### src/hdl/axis_pwm_regs.svh
// Purpose: constants for the axis pulse width modulator
// Assumes: 250 MHz reference clock
// Notes:   times in their own unit, counts derived
`ifndef AXIS_PWM_REGS_SVH
`define AXIS_PWM_REGS_SVH
`define CLK_FREQ_HZ        250000000
`define TICK_TIME_US       1000
`define TICK_CYCLES        ((`CLK_FREQ_HZ / 1000000) * `TICK_TIME_US)
`define PERIOD_MIN_MS      16'h0001
`define PERIOD_MAX_MS      16'h4E20
`define RATIO_MAX_PCT      16'h0064
`define PCT_SCALE          7'h64
`define AXIS_X_SEL         16'h0000
`define AXIS_Y_SEL         16'h0001
`endif

### src/hdl/axis_pwm_pkg.sv
// Purpose: types for the axis pulse width modulator
// Assumes: none
// Notes:   constants live in axis_pwm_regs.svh
package axis_pwm_pkg;
    typedef enum logic [1:0] {st_idle, st_run, st_hold} pwm_state_t;
endpackage : axis_pwm_pkg

### src/hdl/ms_tick_gen.sv
// Purpose: millisecond enable pulse from the reference clock
// Assumes: ref_clk at 250 MHz
// Notes:   parameter shortens the count for simulation
`timescale 1ns/10ps
`include "axis_pwm_regs.svh"
module ms_tick_gen #(
    parameter int unsigned TICK_CYCLES = `TICK_CYCLES
) (
    input  wire logic ref_clk,
    input  wire logic rst_b,
    output logic      tick
);
    typedef struct packed {
        logic [31:0] cnt;
        logic        tick;
    } tick_state_t;
    tick_state_t cur_ff;
    tick_state_t nxt_cur;
    always_comb begin
        nxt_cur      = cur_ff;
        nxt_cur.tick = 1'b0;
        if (cur_ff.cnt >= TICK_CYCLES - 1) begin
            nxt_cur.cnt  = 32'h0;
            nxt_cur.tick = 1'b1;
        end else begin
            nxt_cur.cnt = cur_ff.cnt + 32'h1;
        end
    end
    always_ff @(posedge ref_clk or negedge rst_b) begin
        if (!rst_b) begin
            cur_ff <= '0;
        end else begin
            cur_ff <= nxt_cur;
        end
    end
    assign tick = cur_ff.tick;
endmodule : ms_tick_gen

### src/hdl/axis_pulse_width_modulator.sv
// Function
// - While requested, the axis pulses at 1..20000 ms, 0..100 percent off.
// - A channel select other than 0 or 1 sets the fault and starts nothing.
// - While modulating, the axis position value does not change.
// - While modulating, running and steady-rate bits of the axis stay at one.
// - While modulating, other motion commands and travel limits are ignored.
// - Halts are ignored while modulating; only dropping the request stops.
// - A period change during modulation does not affect the running output.
// - A busy or faulted axis at request rise does not start modulation.
// Purpose: per-axis pulse width modulated output
// Assumes: request and settings come from logic on ref_clk
// Notes:   off ratio is also latched at start along with the period
`timescale 1ns/10ps
`include "axis_pwm_regs.svh"
module axis_pulse_width_modulator
    import axis_pwm_pkg::*;
#(
    parameter int unsigned TICK_CYCLES = `TICK_CYCLES
) (
    input  wire logic        ref_clk,
    input  wire logic        rst_b,
    input  wire logic        modulation_request_contact,
    input  wire logic [15:0] channel_select,
    input  wire logic [15:0] period_setting,
    input  wire logic [15:0] off_ratio_setting,
    input  wire logic        x_busy,
    input  wire logic        y_busy,
    input  wire logic        x_channel_fault_bit,
    input  wire logic        y_channel_fault_bit,
    input  wire logic        decelerating_halt_cmd,
    input  wire logic        emergency_halt_cmd,
    input  wire logic        motion_cmd,
    input  wire logic        upper_limit,
    input  wire logic        lower_limit,
    input  wire logic [31:0] x_position_in,
    input  wire logic [31:0] y_position_in,
    output logic             pwm_out_x,
    output logic             pwm_out_y,
    output logic             running_bit_x,
    output logic             running_bit_y,
    output logic             steady_rate_bit_x,
    output logic             steady_rate_bit_y,
    output logic             pwm_active,
    output logic             motion_enable,
    output logic             position_hold,
    output logic             instruction_fault_flag
);
    typedef struct packed {
        pwm_state_t  st;
        logic        req_d;
        logic        axis;
        logic [15:0] period;
        logic [15:0] off_ms;
        logic [15:0] ms_cnt;
        logic        out_x;
        logic        out_y;
        logic        fault;
    } pwm_reg_t;

    pwm_reg_t    cur_ff;
    pwm_reg_t    nxt_cur;
    logic        tick;
    logic        req_rise;
    logic        sel_ok;
    logic        ax_sel;
    logic        ax_blocked;
    logic        set_ok;
    logic [31:0] off_prod;
    logic [15:0] period_c;
    logic [15:0] ratio_c;
    logic        phase_on;

    ms_tick_gen #(.TICK_CYCLES(TICK_CYCLES)) u_tick (
        .ref_clk (ref_clk),
        .rst_b   (rst_b),
        .tick    (tick)
    );

    assign req_rise = modulation_request_contact & ~cur_ff.req_d;
    assign sel_ok   = (channel_select == `AXIS_X_SEL) ||
                      (channel_select == `AXIS_Y_SEL);
    assign ax_sel   = channel_select[0];
    assign ax_blocked = ax_sel ? (y_busy | y_channel_fault_bit)
                               : (x_busy | x_channel_fault_bit);
    assign set_ok   = (period_setting >= `PERIOD_MIN_MS) &&
                      (period_setting <= `PERIOD_MAX_MS) &&
                      (off_ratio_setting <= `RATIO_MAX_PCT);
    assign period_c = period_setting;
    assign ratio_c  = off_ratio_setting;
    assign off_prod = (32'(period_c) * 32'(ratio_c)) / 32'(`PCT_SCALE);
    assign phase_on = (cur_ff.ms_cnt >= cur_ff.off_ms);

    always_comb begin
        nxt_cur       = cur_ff;
        nxt_cur.req_d = modulation_request_contact;
        unique case (cur_ff.st)
            st_idle: begin
                nxt_cur.out_x = 1'b0;
                nxt_cur.out_y = 1'b0;
                if (req_rise && !sel_ok) begin
                    nxt_cur.fault = 1'b1;
                    nxt_cur.st    = st_hold;
                end else if (req_rise && (ax_blocked || !set_ok)) begin
                    nxt_cur.st = st_hold;
                end else if (req_rise) begin
                    nxt_cur.fault  = 1'b0;
                    nxt_cur.axis   = ax_sel;
                    nxt_cur.period = period_c;
                    nxt_cur.off_ms = off_prod[15:0];
                    nxt_cur.ms_cnt = 16'h0000;
                    nxt_cur.st     = st_run;
                end
            end
            st_run: begin
                if (!modulation_request_contact) begin
                    nxt_cur.st    = st_idle;
                    nxt_cur.out_x = 1'b0;
                    nxt_cur.out_y = 1'b0;
                end else begin
                    if (tick) begin
                        if (cur_ff.ms_cnt >= cur_ff.period - 16'h0001) begin
                            nxt_cur.ms_cnt = 16'h0000;
                        end else begin
                            nxt_cur.ms_cnt = cur_ff.ms_cnt + 16'h0001;
                        end
                    end
                    nxt_cur.out_x = ~cur_ff.axis & phase_on;
                    nxt_cur.out_y = cur_ff.axis & phase_on;
                end
            end
            st_hold: begin
                if (!modulation_request_contact) begin
                    nxt_cur.st = st_idle;
                end
            end
        endcase
    end

    always_ff @(posedge ref_clk or negedge rst_b) begin
        if (!rst_b) begin
            cur_ff <= '0;
        end else begin
            cur_ff <= nxt_cur;
        end
    end

    assign pwm_active = (cur_ff.st == st_run);
    assign pwm_out_x  = cur_ff.out_x;
    assign pwm_out_y  = cur_ff.out_y;
    assign running_bit_x     = pwm_active & ~cur_ff.axis;
    assign running_bit_y     = pwm_active & cur_ff.axis;
    assign steady_rate_bit_x = pwm_active & ~cur_ff.axis;
    assign steady_rate_bit_y = pwm_active & cur_ff.axis;
    assign motion_enable = ~pwm_active & motion_cmd & ~upper_limit
                           & ~lower_limit & ~decelerating_halt_cmd
                           & ~emergency_halt_cmd;
    assign position_hold = pwm_active;
    assign instruction_fault_flag = cur_ff.fault;

    property p_fault_sel;
        @(posedge ref_clk) disable iff (!rst_b)
        (cur_ff.st == st_idle && req_rise && !sel_ok)
            |=> instruction_fault_flag && !pwm_active;
    endproperty
    a_fault_sel: assert property (p_fault_sel)
        else $error("bad select did not fault");

    property p_status;
        @(posedge ref_clk) disable iff (!rst_b)
        pwm_active |-> (running_bit_x & steady_rate_bit_x) ^
                       (running_bit_y & steady_rate_bit_y);
    endproperty
    a_status: assert property (p_status)
        else $error("status bits wrong while active");

    property p_hold;
        @(posedge ref_clk) disable iff (!rst_b)
        pwm_active |-> position_hold && !motion_enable;
    endproperty
    a_hold: assert property (p_hold)
        else $error("position or motion not frozen");

    property p_halt_ignored;
        @(posedge ref_clk) disable iff (!rst_b)
        (pwm_active && modulation_request_contact &&
         (decelerating_halt_cmd || emergency_halt_cmd)) |=> pwm_active;
    endproperty
    a_halt_ignored: assert property (p_halt_ignored)
        else $error("halt stopped modulation");

    property p_period_frozen;
        @(posedge ref_clk) disable iff (!rst_b)
        (pwm_active && $past(pwm_active)) |-> $stable(cur_ff.period);
    endproperty
    a_period_frozen: assert property (p_period_frozen)
        else $error("period changed during run");

    property p_blocked;
        @(posedge ref_clk) disable iff (!rst_b)
        (cur_ff.st == st_idle && req_rise && ax_blocked) |=> !pwm_active;
    endproperty
    a_blocked: assert property (p_blocked)
        else $error("busy axis started modulation");

    property p_off_phase;
        @(posedge ref_clk) disable iff (!rst_b)
        (pwm_active && modulation_request_contact && !phase_on)
            |=> !pwm_out_x && !pwm_out_y;
    endproperty
    a_off_phase: assert property (p_off_phase)
        else $error("output on during off share");

    property p_stop;
        @(posedge ref_clk) disable iff (!rst_b)
        (pwm_active && !modulation_request_contact)
            |=> !pwm_active ##1 (!pwm_out_x && !pwm_out_y);
    endproperty
    a_stop: assert property (p_stop)
        else $error("output did not stop on request drop");

    c_start_x: cover property (@(posedge ref_clk) disable iff (!rst_b)
        pwm_active && !cur_ff.axis && pwm_out_x);
    c_start_y: cover property (@(posedge ref_clk) disable iff (!rst_b)
        pwm_active && cur_ff.axis && pwm_out_y);
    c_fault: cover property (@(posedge ref_clk) disable iff (!rst_b)
        $rose(instruction_fault_flag));
endmodule : axis_pulse_width_modulator

### config.mk
export PLATFORM = sky130hd
export DESIGN_NAME = axis_pulse_width_modulator
export DESIGN_NICKNAME = d
export VERILOG_FILES = /design/src/hdl/axis_pwm_pkg.sv /design/src/hdl/ms_tick_gen.sv /design/src/hdl/axis_pulse_width_modulator.sv
export VERILOG_INCLUDE_DIRS = /design/src /design/src/hdl
export SDC_FILE = /design/constraint.sdc
export NUM_CORES = 1
export LEC_CHECK = 0
export BUFFER_PORTS_ARGS = -buffer_cell sky130_fd_sc_hd__buf_2
export CORE_ASPECT_RATIO = 2
export CORE_MARGIN = 5
export CORE_UTILIZATION = 58
export DETAILED_ROUTE_END_ITERATION = 16
export PLACE_DENSITY = 0.88
export SYNTH_ARGS = -nofsm -noshare
export SYNTH_HDL_FRONTEND = slang
export SYNTH_HIERARCHICAL = 1
export SYNTH_SLANG_ARGS = --single-unit
### constraint.sdc
create_clock -name ref_clk -period 3.5 [get_ports ref_clk]
set_input_delay 0.525 -clock ref_clk [delete_from_list [all_inputs] [get_ports ref_clk]]
set_output_delay 0.525 -clock ref_clk [all_outputs]
set_load 0.005 [all_outputs]
==> results of run 1 <==
timing repair:
item | 4_1_cts
setup buffers | 77
gates resized for setup | 353
endpoints found under the hold margin | 0
pin swaps | 145
cloned | 5
endpoints found under the setup margin | 34
kinds of logic after synthesis:
| group | count (synthesis) | share of synthesized area [%] |
|---|---|---|
| AND/OR/NAND/NOR | 940 | 23.5 |
| flip-flops | 88 | 10.6 |
| other | 1 | 0.0180 |
| adder cells (fa/ha/maj) | 342 | 27.5 |
| XOR/XNOR | 121 | 5.41 |
| AO/OA/AOI/OAI | 635 | 22.9 |
| buffers and inverters | 378 | 8.14 |
| multiplexers | 35 | 1.94 |
through the flow:
stage / area (sq um) / hold slack [ns] / worst slack, ns / TNS (ns) / instances
floorplan: 21900 / 0.229 / -15.72 / -187.84 / 2553
global placement: 26400 / 0.460 / -16.34 / -201.14 / 3558
detailed placement: 26400 / 0.480 / -17.40 / -218.24 / 3558
CTS: 29000 / 0.357 / -15.94 / -194.12 / 3655
metal layers:
layer | GRT overflow | GRT usage, %
met5 | 1 | 39.5
met4 | 147 | 79.8
met3 | 7 | 68.9
met2 | 305 | 89.8
met1 | 3 | 76.6
==> out/summary.md, run 1 <==
The placed wire-length estimate was 63700 um; the clock tree buffer depth was 2. The flow did not finish. The synthesized design contains 0 enable-type register cells. The tool reported: "[ERROR GRT-0116] Global routing finished with congestion. Check the congestion regions in the DRC Viewer". Yosys printed 6 warnings.

Yosys attributes the largest share of cell area to fa_1 19%, dfrtp_1 11%, ha_1 8.5%. Counting every sink on the clock net gives 88. Library cell occupying the most area in the post-synthesis netlist: fa_1.

The number of hold-repair buffers added at the cts stage was 0. The congestion estimate from routability-driven global placement came to 1.07. The starting density of the core was 58.3%. In the synthesized netlist the dominant register cell turns out to be dfrtp_1.

After synthesis, the mean cell area works out to 8.19 sq um. The run gives 2540 as the count of mapped cells out of synthesis. The portion of synthesized cell area occupied by the leading cell type came out at 18.7%. The tools report the top-level port count as 134. For the global-route wire length before repair, the log shows 240000 um. Counting instances in the post-synthesis netlist gives the leading cell types as 325 x nand2_1, 250 x inv_1, 194 x fa_1, 153 x and2_1, 141 x ha_1. Yosys mapped the design onto 148 distinct sky130hd cell types. The number of port buffers is 69, and the deepest level of the CTS H-tree is 3. For the maximum number of pins on one net before global-route repair, the log shows 89. Last stage reached: global routing.

The total track usage is 78.4%. Sequential elements use 10.6% of the synthesized area. Number of standard-cell rows in the floorplan: 98. The dominant cell by count in the synthesized netlist is nand2_1. The number of global-route vias before repair is 34700. The total overflow left after global routing is 463.

The horizontal extent of the die works out to 144 um. Of all flip-flops after synthesis, the portion carrying an async set or reset was 100%. In this run, CTS created clock tree buffers numbering 9. Measured along the y axis, the die boundary spans 278 um. Synthesis inferred 88 register bits.

The cell area that synthesis handed to floorplanning was 20800 sq um. The root buffer cell chosen for the clock tree is clkbuf_16.
==> run 2: changes to the inputs <==
- CORE_ASPECT_RATIO: 2 -> unset
- CORE_UTILIZATION: 58 -> 40
- PLACE_DENSITY: 0.88 -> unset
- PLACE_DENSITY_LB_ADDON: unset -> 0.15
- clock period: 3.5 -> 4.5 ns (I/O delays scaled with it)
==> run 2 against run 1 <==
  * Synthesized cell count unchanged
  * The flow now finishes, with violations (setup timing)
  * Synthesized area unchanged
==> out/summary.md, run 2 <==
For the top-level port count, the log shows 134. In this run the critical register-to-register path is launched from cur_ff[35]. Of the synthesized area, sequential elements account for 10.6%. The tools report the multi-input gate area in the final layout as 19300 sq um. The flow ran to the end, but the final reports show violations. For the number of global-route vias before repair, the log shows 22500. The checks that failed: setup timing. After the first detailed-routing iteration, the DRC count stood at 1079. The Yosys step of the flow raised 6 warnings.

The die height was 238 um. The die covers 56700 sq um. The signed area change from the synthesized netlist to the final layout came out at 45.3%.

The tools report the number of DRC violations after detailed routing as 0. The library cells used most frequently in the layout, excluding fill and tap cells, are 674 x buf_4, 297 x nand2_1, 227 x inv_1. Counting cells, the worst reg-to-reg path comes to 24.

STA classifies the critical path startpoint as a primary input. The slowest stage of the critical path is the or4_4 cell. The CTS clock-pin slew for the worst setup and hold paths came out at 0.08 ns. Counting distinct cell types in the post-synthesis netlist gives 148. The horizontal extent of the die works out to 238 um. The clock arrives with 0.0120 ns of skew. After detailed routing, the total wire length is 68600 um.

The number of hold buffers added after CTS was 0. The tightest hold path in the finished design has a slack of 0.408 ns. The final antenna-violating net count is 0, and the flip-flop count of the largest register, all copies and words added is 52.

Detailed placement ended at an HPWL of 55000 um. The first global-routing pass estimated 115000 um of wire. Input and output buffers added on the ports amount to 69. The critical register-to-register path endpoint was cur_ff[7].

The portion of synthesized cell area occupied by the leading cell type was 18.7%; the insertion delay to the later sink of the worst-skew pair was 0.34 ns. The routed layout has 21500 vias. The layout has 4532 filler cells. For the final setup slack of the worst path, the log shows -15.25 ns. The mean routed wirelength per cell works out to 17.4 um.

The flip-flop and latch count after synthesis was 88; the total core area was 51400 sq um. Among the stages of the critical path, the cell type that occurs most often is buf_6. Setup repair after global routing could not meet its margin everywhere. Max-cap violations in this run came to 0. The maximum number of pins on one net before global-route repair is 64.

The top flip-flop cell by instance count after synthesis is dfrtp_1. The reg-to-reg setup timing slack came out at 0.58 ns. By count the netlist is led by 325 x nand2_1, 250 x inv_1, 194 x fa_1, 153 x and2_1, 141 x ha_1. The CTS sink count was 88. Leaving out fill and tap cells, the most frequent cell in the layout is buf_4.

STA puts the critical path data arrival time at 20.01 ns. Dominant cell by count in the synthesized netlist: nand2_1. TritonCTS built the clock tree. The total track usage is 23.8%, and the total clock buffers created by CTS is 9. Sorting the synthesized cells by area gives the leading types as fa_1 19%, dfrtp_1 11%, ha_1 8.5%. The clock tree synthesis step divided the H-tree into 3 levels. The number of antenna violations at the first check in global routing was 0; the final critical-path required period was 19.75 ns.

Of all flip-flops after synthesis, the portion carrying an async set or reset was 100%. 0 antenna diodes ended up in the layout. Along the worst path, the maximum fanout reaches 10. The synthesized design contains 0 enable-type register cells. More flip-flops sit in one register than any other, and that register is cur_ff.

For this run, the slowest stage of the critical path takes 0.59 ns. In the routed layout, each cell is associated on average with a via count of 5.46. The final critical path takes up 439% of the cycle.

Synthesis handed over a netlist of 2540 instances. The library cell occupying the most area in the post-synthesis netlist was fa_1. For this run, the detailed router's first-pass iteration total came to 5. Slew at the pin with the worst max-slew slack: 0.812 ns. Root buffer selected by CTS: clkbuf_16. The floorplan has 83 rows. For the worst endpoint required time, the log shows 4.76 ns.

The area of the mapped netlist was 20800 sq um; the highest clock frequency the design can meet was 50.6 MHz. The logs give 40.5% for the starting density of the core and 16 for the final number of setup-violating endpoints. The final count of hold timing violations is 0. Classification of the worst setup path: primary input to flop. The largest registers in the layout are cur_ff: 52 flops, u_tick/cur_ff: 32 flops.

The endpoint class of the critical path is a flop. For this run the aggregate overflow at the end of global routing stands at 0. After synthesis, the mean cell area works out to 8.19 sq um. The class of the most critical hold timing path was primary input to async pin. The clock tree buffer depth is 2, and the fraction of final layout cells with drive strength greater than 1 is 39.8%.

The max-slew headroom at the worst pin is 45.5%, and the final net count is 3715. Summing all flip-flop and latch instances after layout gives 2200 sq um. Final-report max-slew violation count: 0. At the end of routability-driven placement, the weighted congestion stood at 0.899.
run 2: cell families (layout without fill, tap and decap cells):
| logic type | after synthesis | in the layout | share of synthesized area [%] |
|---|---|---|---|
| simple gates | 940 | 940 | 23.5 |
| compound gates | 635 | 635 | 22.9 |
| buf+inv | 378 | 1086 | 8.14 |
| fa+ha+maj | 342 | 342 | 27.5 |
| xor+xnor | 121 | 121 | 5.41 |
| flops | 88 | 88 | 10.6 |
| mux | 35 | 35 | 1.94 |
| other cells | 1 | 14 | 0.0180 |
run 2: worst max-delay path: cells and delay by family:
| kind | cells | cell delay (ns) |
|---|---|---|
| compound gates | 38 | 8.48 |
| simple gates | 16 | 3.48 |
| fa+ha+maj | 7 | 3.31 |
| buf+inv | 18 | 2.20 |
| mux | 7 | 1.65 |
| xor+xnor | 1 | 0.21 |
run 2: worst max-delay path by stage:
stage | endpoint | start
global route | cur_ff[19] | off_ratio_setting[13]
floorplan | cur_ff[19] | period_setting[5]
detailed placement | cur_ff[19] | period_setting[2]
global placement | cur_ff[19] | period_setting[2]
CTS | cur_ff[19] | period_setting[12]
finish | cur_ff[19] | period_setting[9]
run 2: routing by layer:
layer | share of wire (%) | vias to the layer above | track usage, %
met5 | 0 | - | 0
met4 | 2.3 | 0 | 4.90
met3 | 2.6 | 113 | 0.959
met2 | 52 | 456 | 44.1
met1 | 43 | 10600 | 31.1
li1 | - | 10300 | -
run 2: timing repair:
action | CTS | global route
setup endpoints to repair | 16 | 16
buffers inserted | 100 | 26
gates cloned | 3 | 0
resized for setup | 353 | 109
pin swaps | 165 | 74
run 2: cell type report:
cell class	count	area share [%]
Multi-Input combinational cell	2087	63.9
Timing Repair Buffer	815	21.8
Sequential cell	88	7.28
Inverter	255	3.16
Tap cell	680	2.81
Clock buffer	9	0.745
Clock inverter	7	0.248
run 2: metrics by stage:
| stage | utilization, % | instance area [sq um] | setup WS (ns) | cells | TNS (ns) |
|---|---|---|---|---|---|
| final | 58.8 | 30200 | -15.25 | 3941 | -183.05 |
| after global routing | 58.8 | 30200 | -16.03 | 3941 | -193.14 |
| after CTS | 57.4 | 29500 | -14.93 | 3919 | -177.80 |
| after detailed placement | 52.2 | 26800 | -16.19 | 3803 | -197.27 |
| after global placement | 52.2 | 26800 | -15.93 | 3803 | -194.27 |
| after floorplan | - | 21900 | -14.87 | 2553 | -174.24 |
Power of run 2 is not shown: default switching activity piles up to over one toggle a cycle in this logic, so the estimate is an artifact.
==> run 3: changes to the inputs <==
--- a/config.mk
+++ b/config.mk
@@ -16,2 +16,3 @@
 export SYNTH_HIERARCHICAL = 1
 export SYNTH_SLANG_ARGS = --single-unit
+export TNS_END_PERCENT = 50
==> constraint.sdc (replaced) <==
create_clock -name ref_clk -period 4.5 [get_ports ref_clk]
set_input_delay 0.675 -clock ref_clk [delete_from_list [all_inputs] [get_ports ref_clk]]
set_output_delay 0.675 -clock ref_clk [all_outputs]
set_load 0.01 [all_outputs]
==> run 3 against run 2 <==
  * The flow still finishes with violations (setup timing)
  * Clock skew decreased by 0.0049 ns
  * Worst hold slack improved by 0.019 ns
  * Critical path type unchanged
  * Highest routed layer unchanged
  * Global-route usage decreased by 0.78 points
  * Die area unchanged
==> out/summary.md, run 3 (synthesis gave the netlist of run 2 again) <==
The routed design has 66500 um of wire. The cell that appears most often on the critical path is buf_4. The largest registers in the layout are cur_ff: 52 flops, u_tick/cur_ff: 32 flops. For the number of hold-repair buffers added at the cts stage, the log shows 0. The floorplan step set the die height to 238 um. The mean routed wirelength per cell works out to 17.1 um.

The library cell used most frequently in the layout, excluding fill and tap cells, is buf_4. The sequential cell area was 2200 sq um; the flip-flop count of the largest register, all copies and words added was 52. At the worst endpoint, the required time is 4.75 ns.

The finished cells cover 29300 sq um. The signed area change from the synthesized netlist to the final layout was 41.0%; the global placement routability congestion was 0.914. The checks that failed: setup timing.

STA classifies the critical path startpoint as a primary input. The total number of vias was 21200. Once the floorplan was initialized, standard cells occupied 40.5% of the core.

Fraction of the cycle the final worst path needs: 436%. Leaving out fill and tap cells, the most frequent cells in the layout are 664 x buf_4, 302 x nand2_1, 244 x inv_1. After filler insertion, the fill cell instance count of the layout stands at 4669. Among all stages on the critical path, the largest delay is contributed by or4_4. The count of buffers added on input and output ports is 69. The run finished, with violations left. For this run, the slowest stage of the critical path takes 0.59 ns. The detailed router finished its first iteration with 980 violations.

The run gives 0 as the global route total overflow. The run gives 54800 um as the placed wire-length estimate. In this run the standard cell core region covers 51400 sq um. Of all nets on the critical path, the largest fanout is 7. The root buffer selected by CTS was clkbuf_16. Final antenna-violating net count: 0. The first-pass detailed-route iteration total was 7; the final critical-path required period was 19.63 ns.

The clock tree buffer depth was 2; the number of global-route vias before repair was 21900. Across the run, the number of max-cap violations was 0. The die covers 56700 sq um.

Summing all multi-input logic gate instances after layout gives 19100 sq um. Summing all placed instances gives a cell area of 26600 sq um. At the end of the flow, the number of nets in the layout was 3667. Slew at the pin with the worst max-slew slack: 0.827 ns.

Clock latency on the worst-skew pair, taken at its later pin, is 0.35 ns. In this run the number of H-tree levels came out at 3. The horizontal extent of the die works out to 238 um. Entering global routing, the biggest net connects 66 pins. The tools report the CTS sink count as 88.

The number of vias per cell is 5.46, and the top-level port count is 134. Counting flops per register, the top entry is cur_ff. The classification of the worst setup path is primary input to flop.

In this design, the largest share of critical-path delay is due to compound AO/OA/AOI/OAI gates. The highest clock frequency the design can meet was 50.9 MHz. The run gives 23.0% as the total track usage. The post-route netlist has 37.8% of its cells at a drive strength greater than 1. Setup violations remaining at the end of the flow were counted as 16. The floorplan has 83 rows. The run gives 44.8% as the max-slew headroom at the worst pin. The final cell count without fillers is 3893, and the CTS clock-pin slew for the worst setup and hold paths is 0.07 ns. The final count of hold timing violations is 0.

In this run the worst hold path is classified as primary input to async pin. The cell count after placement is 3776. The worst setup path is captured at a flop. Setup repair after global routing could not meet its margin everywhere. The run gives 0 as the number of antenna diodes. The data arrival time at the worst-slack endpoint is 19.89 ns, and the total clock buffers created by CTS is 9. The first global-routing pass estimated 110000 um of wire. The final setup slack of the worst path is -15.13 ns. Across all register-to-register paths, the minimum setup slack is 0.58 ns.

For the number of antenna violations at the first check in global routing, the log shows 0. The clock arrives with 0.00711 ns of skew. The number of buffers and inverters on the critical path is 18.

TritonCTS built the clock tree. After detailed routing, the number of remaining DRC violations is 0. The final-report max-slew violation count came out at 0.
[run 3: through the flow]
stage | hold WS (ns) | setup TNS, ns | worst slack, ns | utilization [%]
2_1_floorplan | 0.379 | -174.34 | -14.87 | -
3_3_place_gp | 0.465 | -194.42 | -15.95 | 51.7
3_5_place_dp | 0.472 | -196.36 | -16.17 | 51.7
4_1_cts | 0.447 | -179.93 | -14.94 | 55.5
5_1_grt | 0.503 | -192.44 | -15.89 | 57.1
6_report | 0.427 | -182.75 | -15.13 | 57.1
[run 3: final cells by class]
class,instances,area share (%)
timing repair buffer,766,20.2
inverter,255,3.26
clock inverter,6,0.166
tap,680,2.90
clock buffer,10,0.815
sequential,88,7.51
multi-input combinational,2088,65.1
[run 3: path summary, 6_finish.rpt]
check,to,cells past startpoint,startpoint
worst max-delay path,cur_ff[19],87,period_setting[12]
worst min-delay path,u_tick/cur_ff[18],1,rst_b
worst max register to register,cur_ff[17],24,cur_ff[35]
worst min register to register,cur_ff[23],2,cur_ff[23]
max in group asynchronous,u_tick/cur_ff[17],2,rst_b
min in group ref_clk,cur_ff[23],2,cur_ff[23]
[run 3: timing repair]
action	4_1_cts	5_1_grt
cloned	2	0
gates resized for setup	233	101
pin swaps	103	42
buffers inserted	60	40
endpoints found under the setup margin	16	16
[run 3: metal layers]
metal	vias up	routed length [um]	global-route usage [%]
li1	10200	-	-
met1	10500	29100	30.5
met2	468	34100	42.2
met3	71	2210	0.786
met4	0	1080	4.70
met5	-	0	0
Power of run 3 is left out for the same reason.
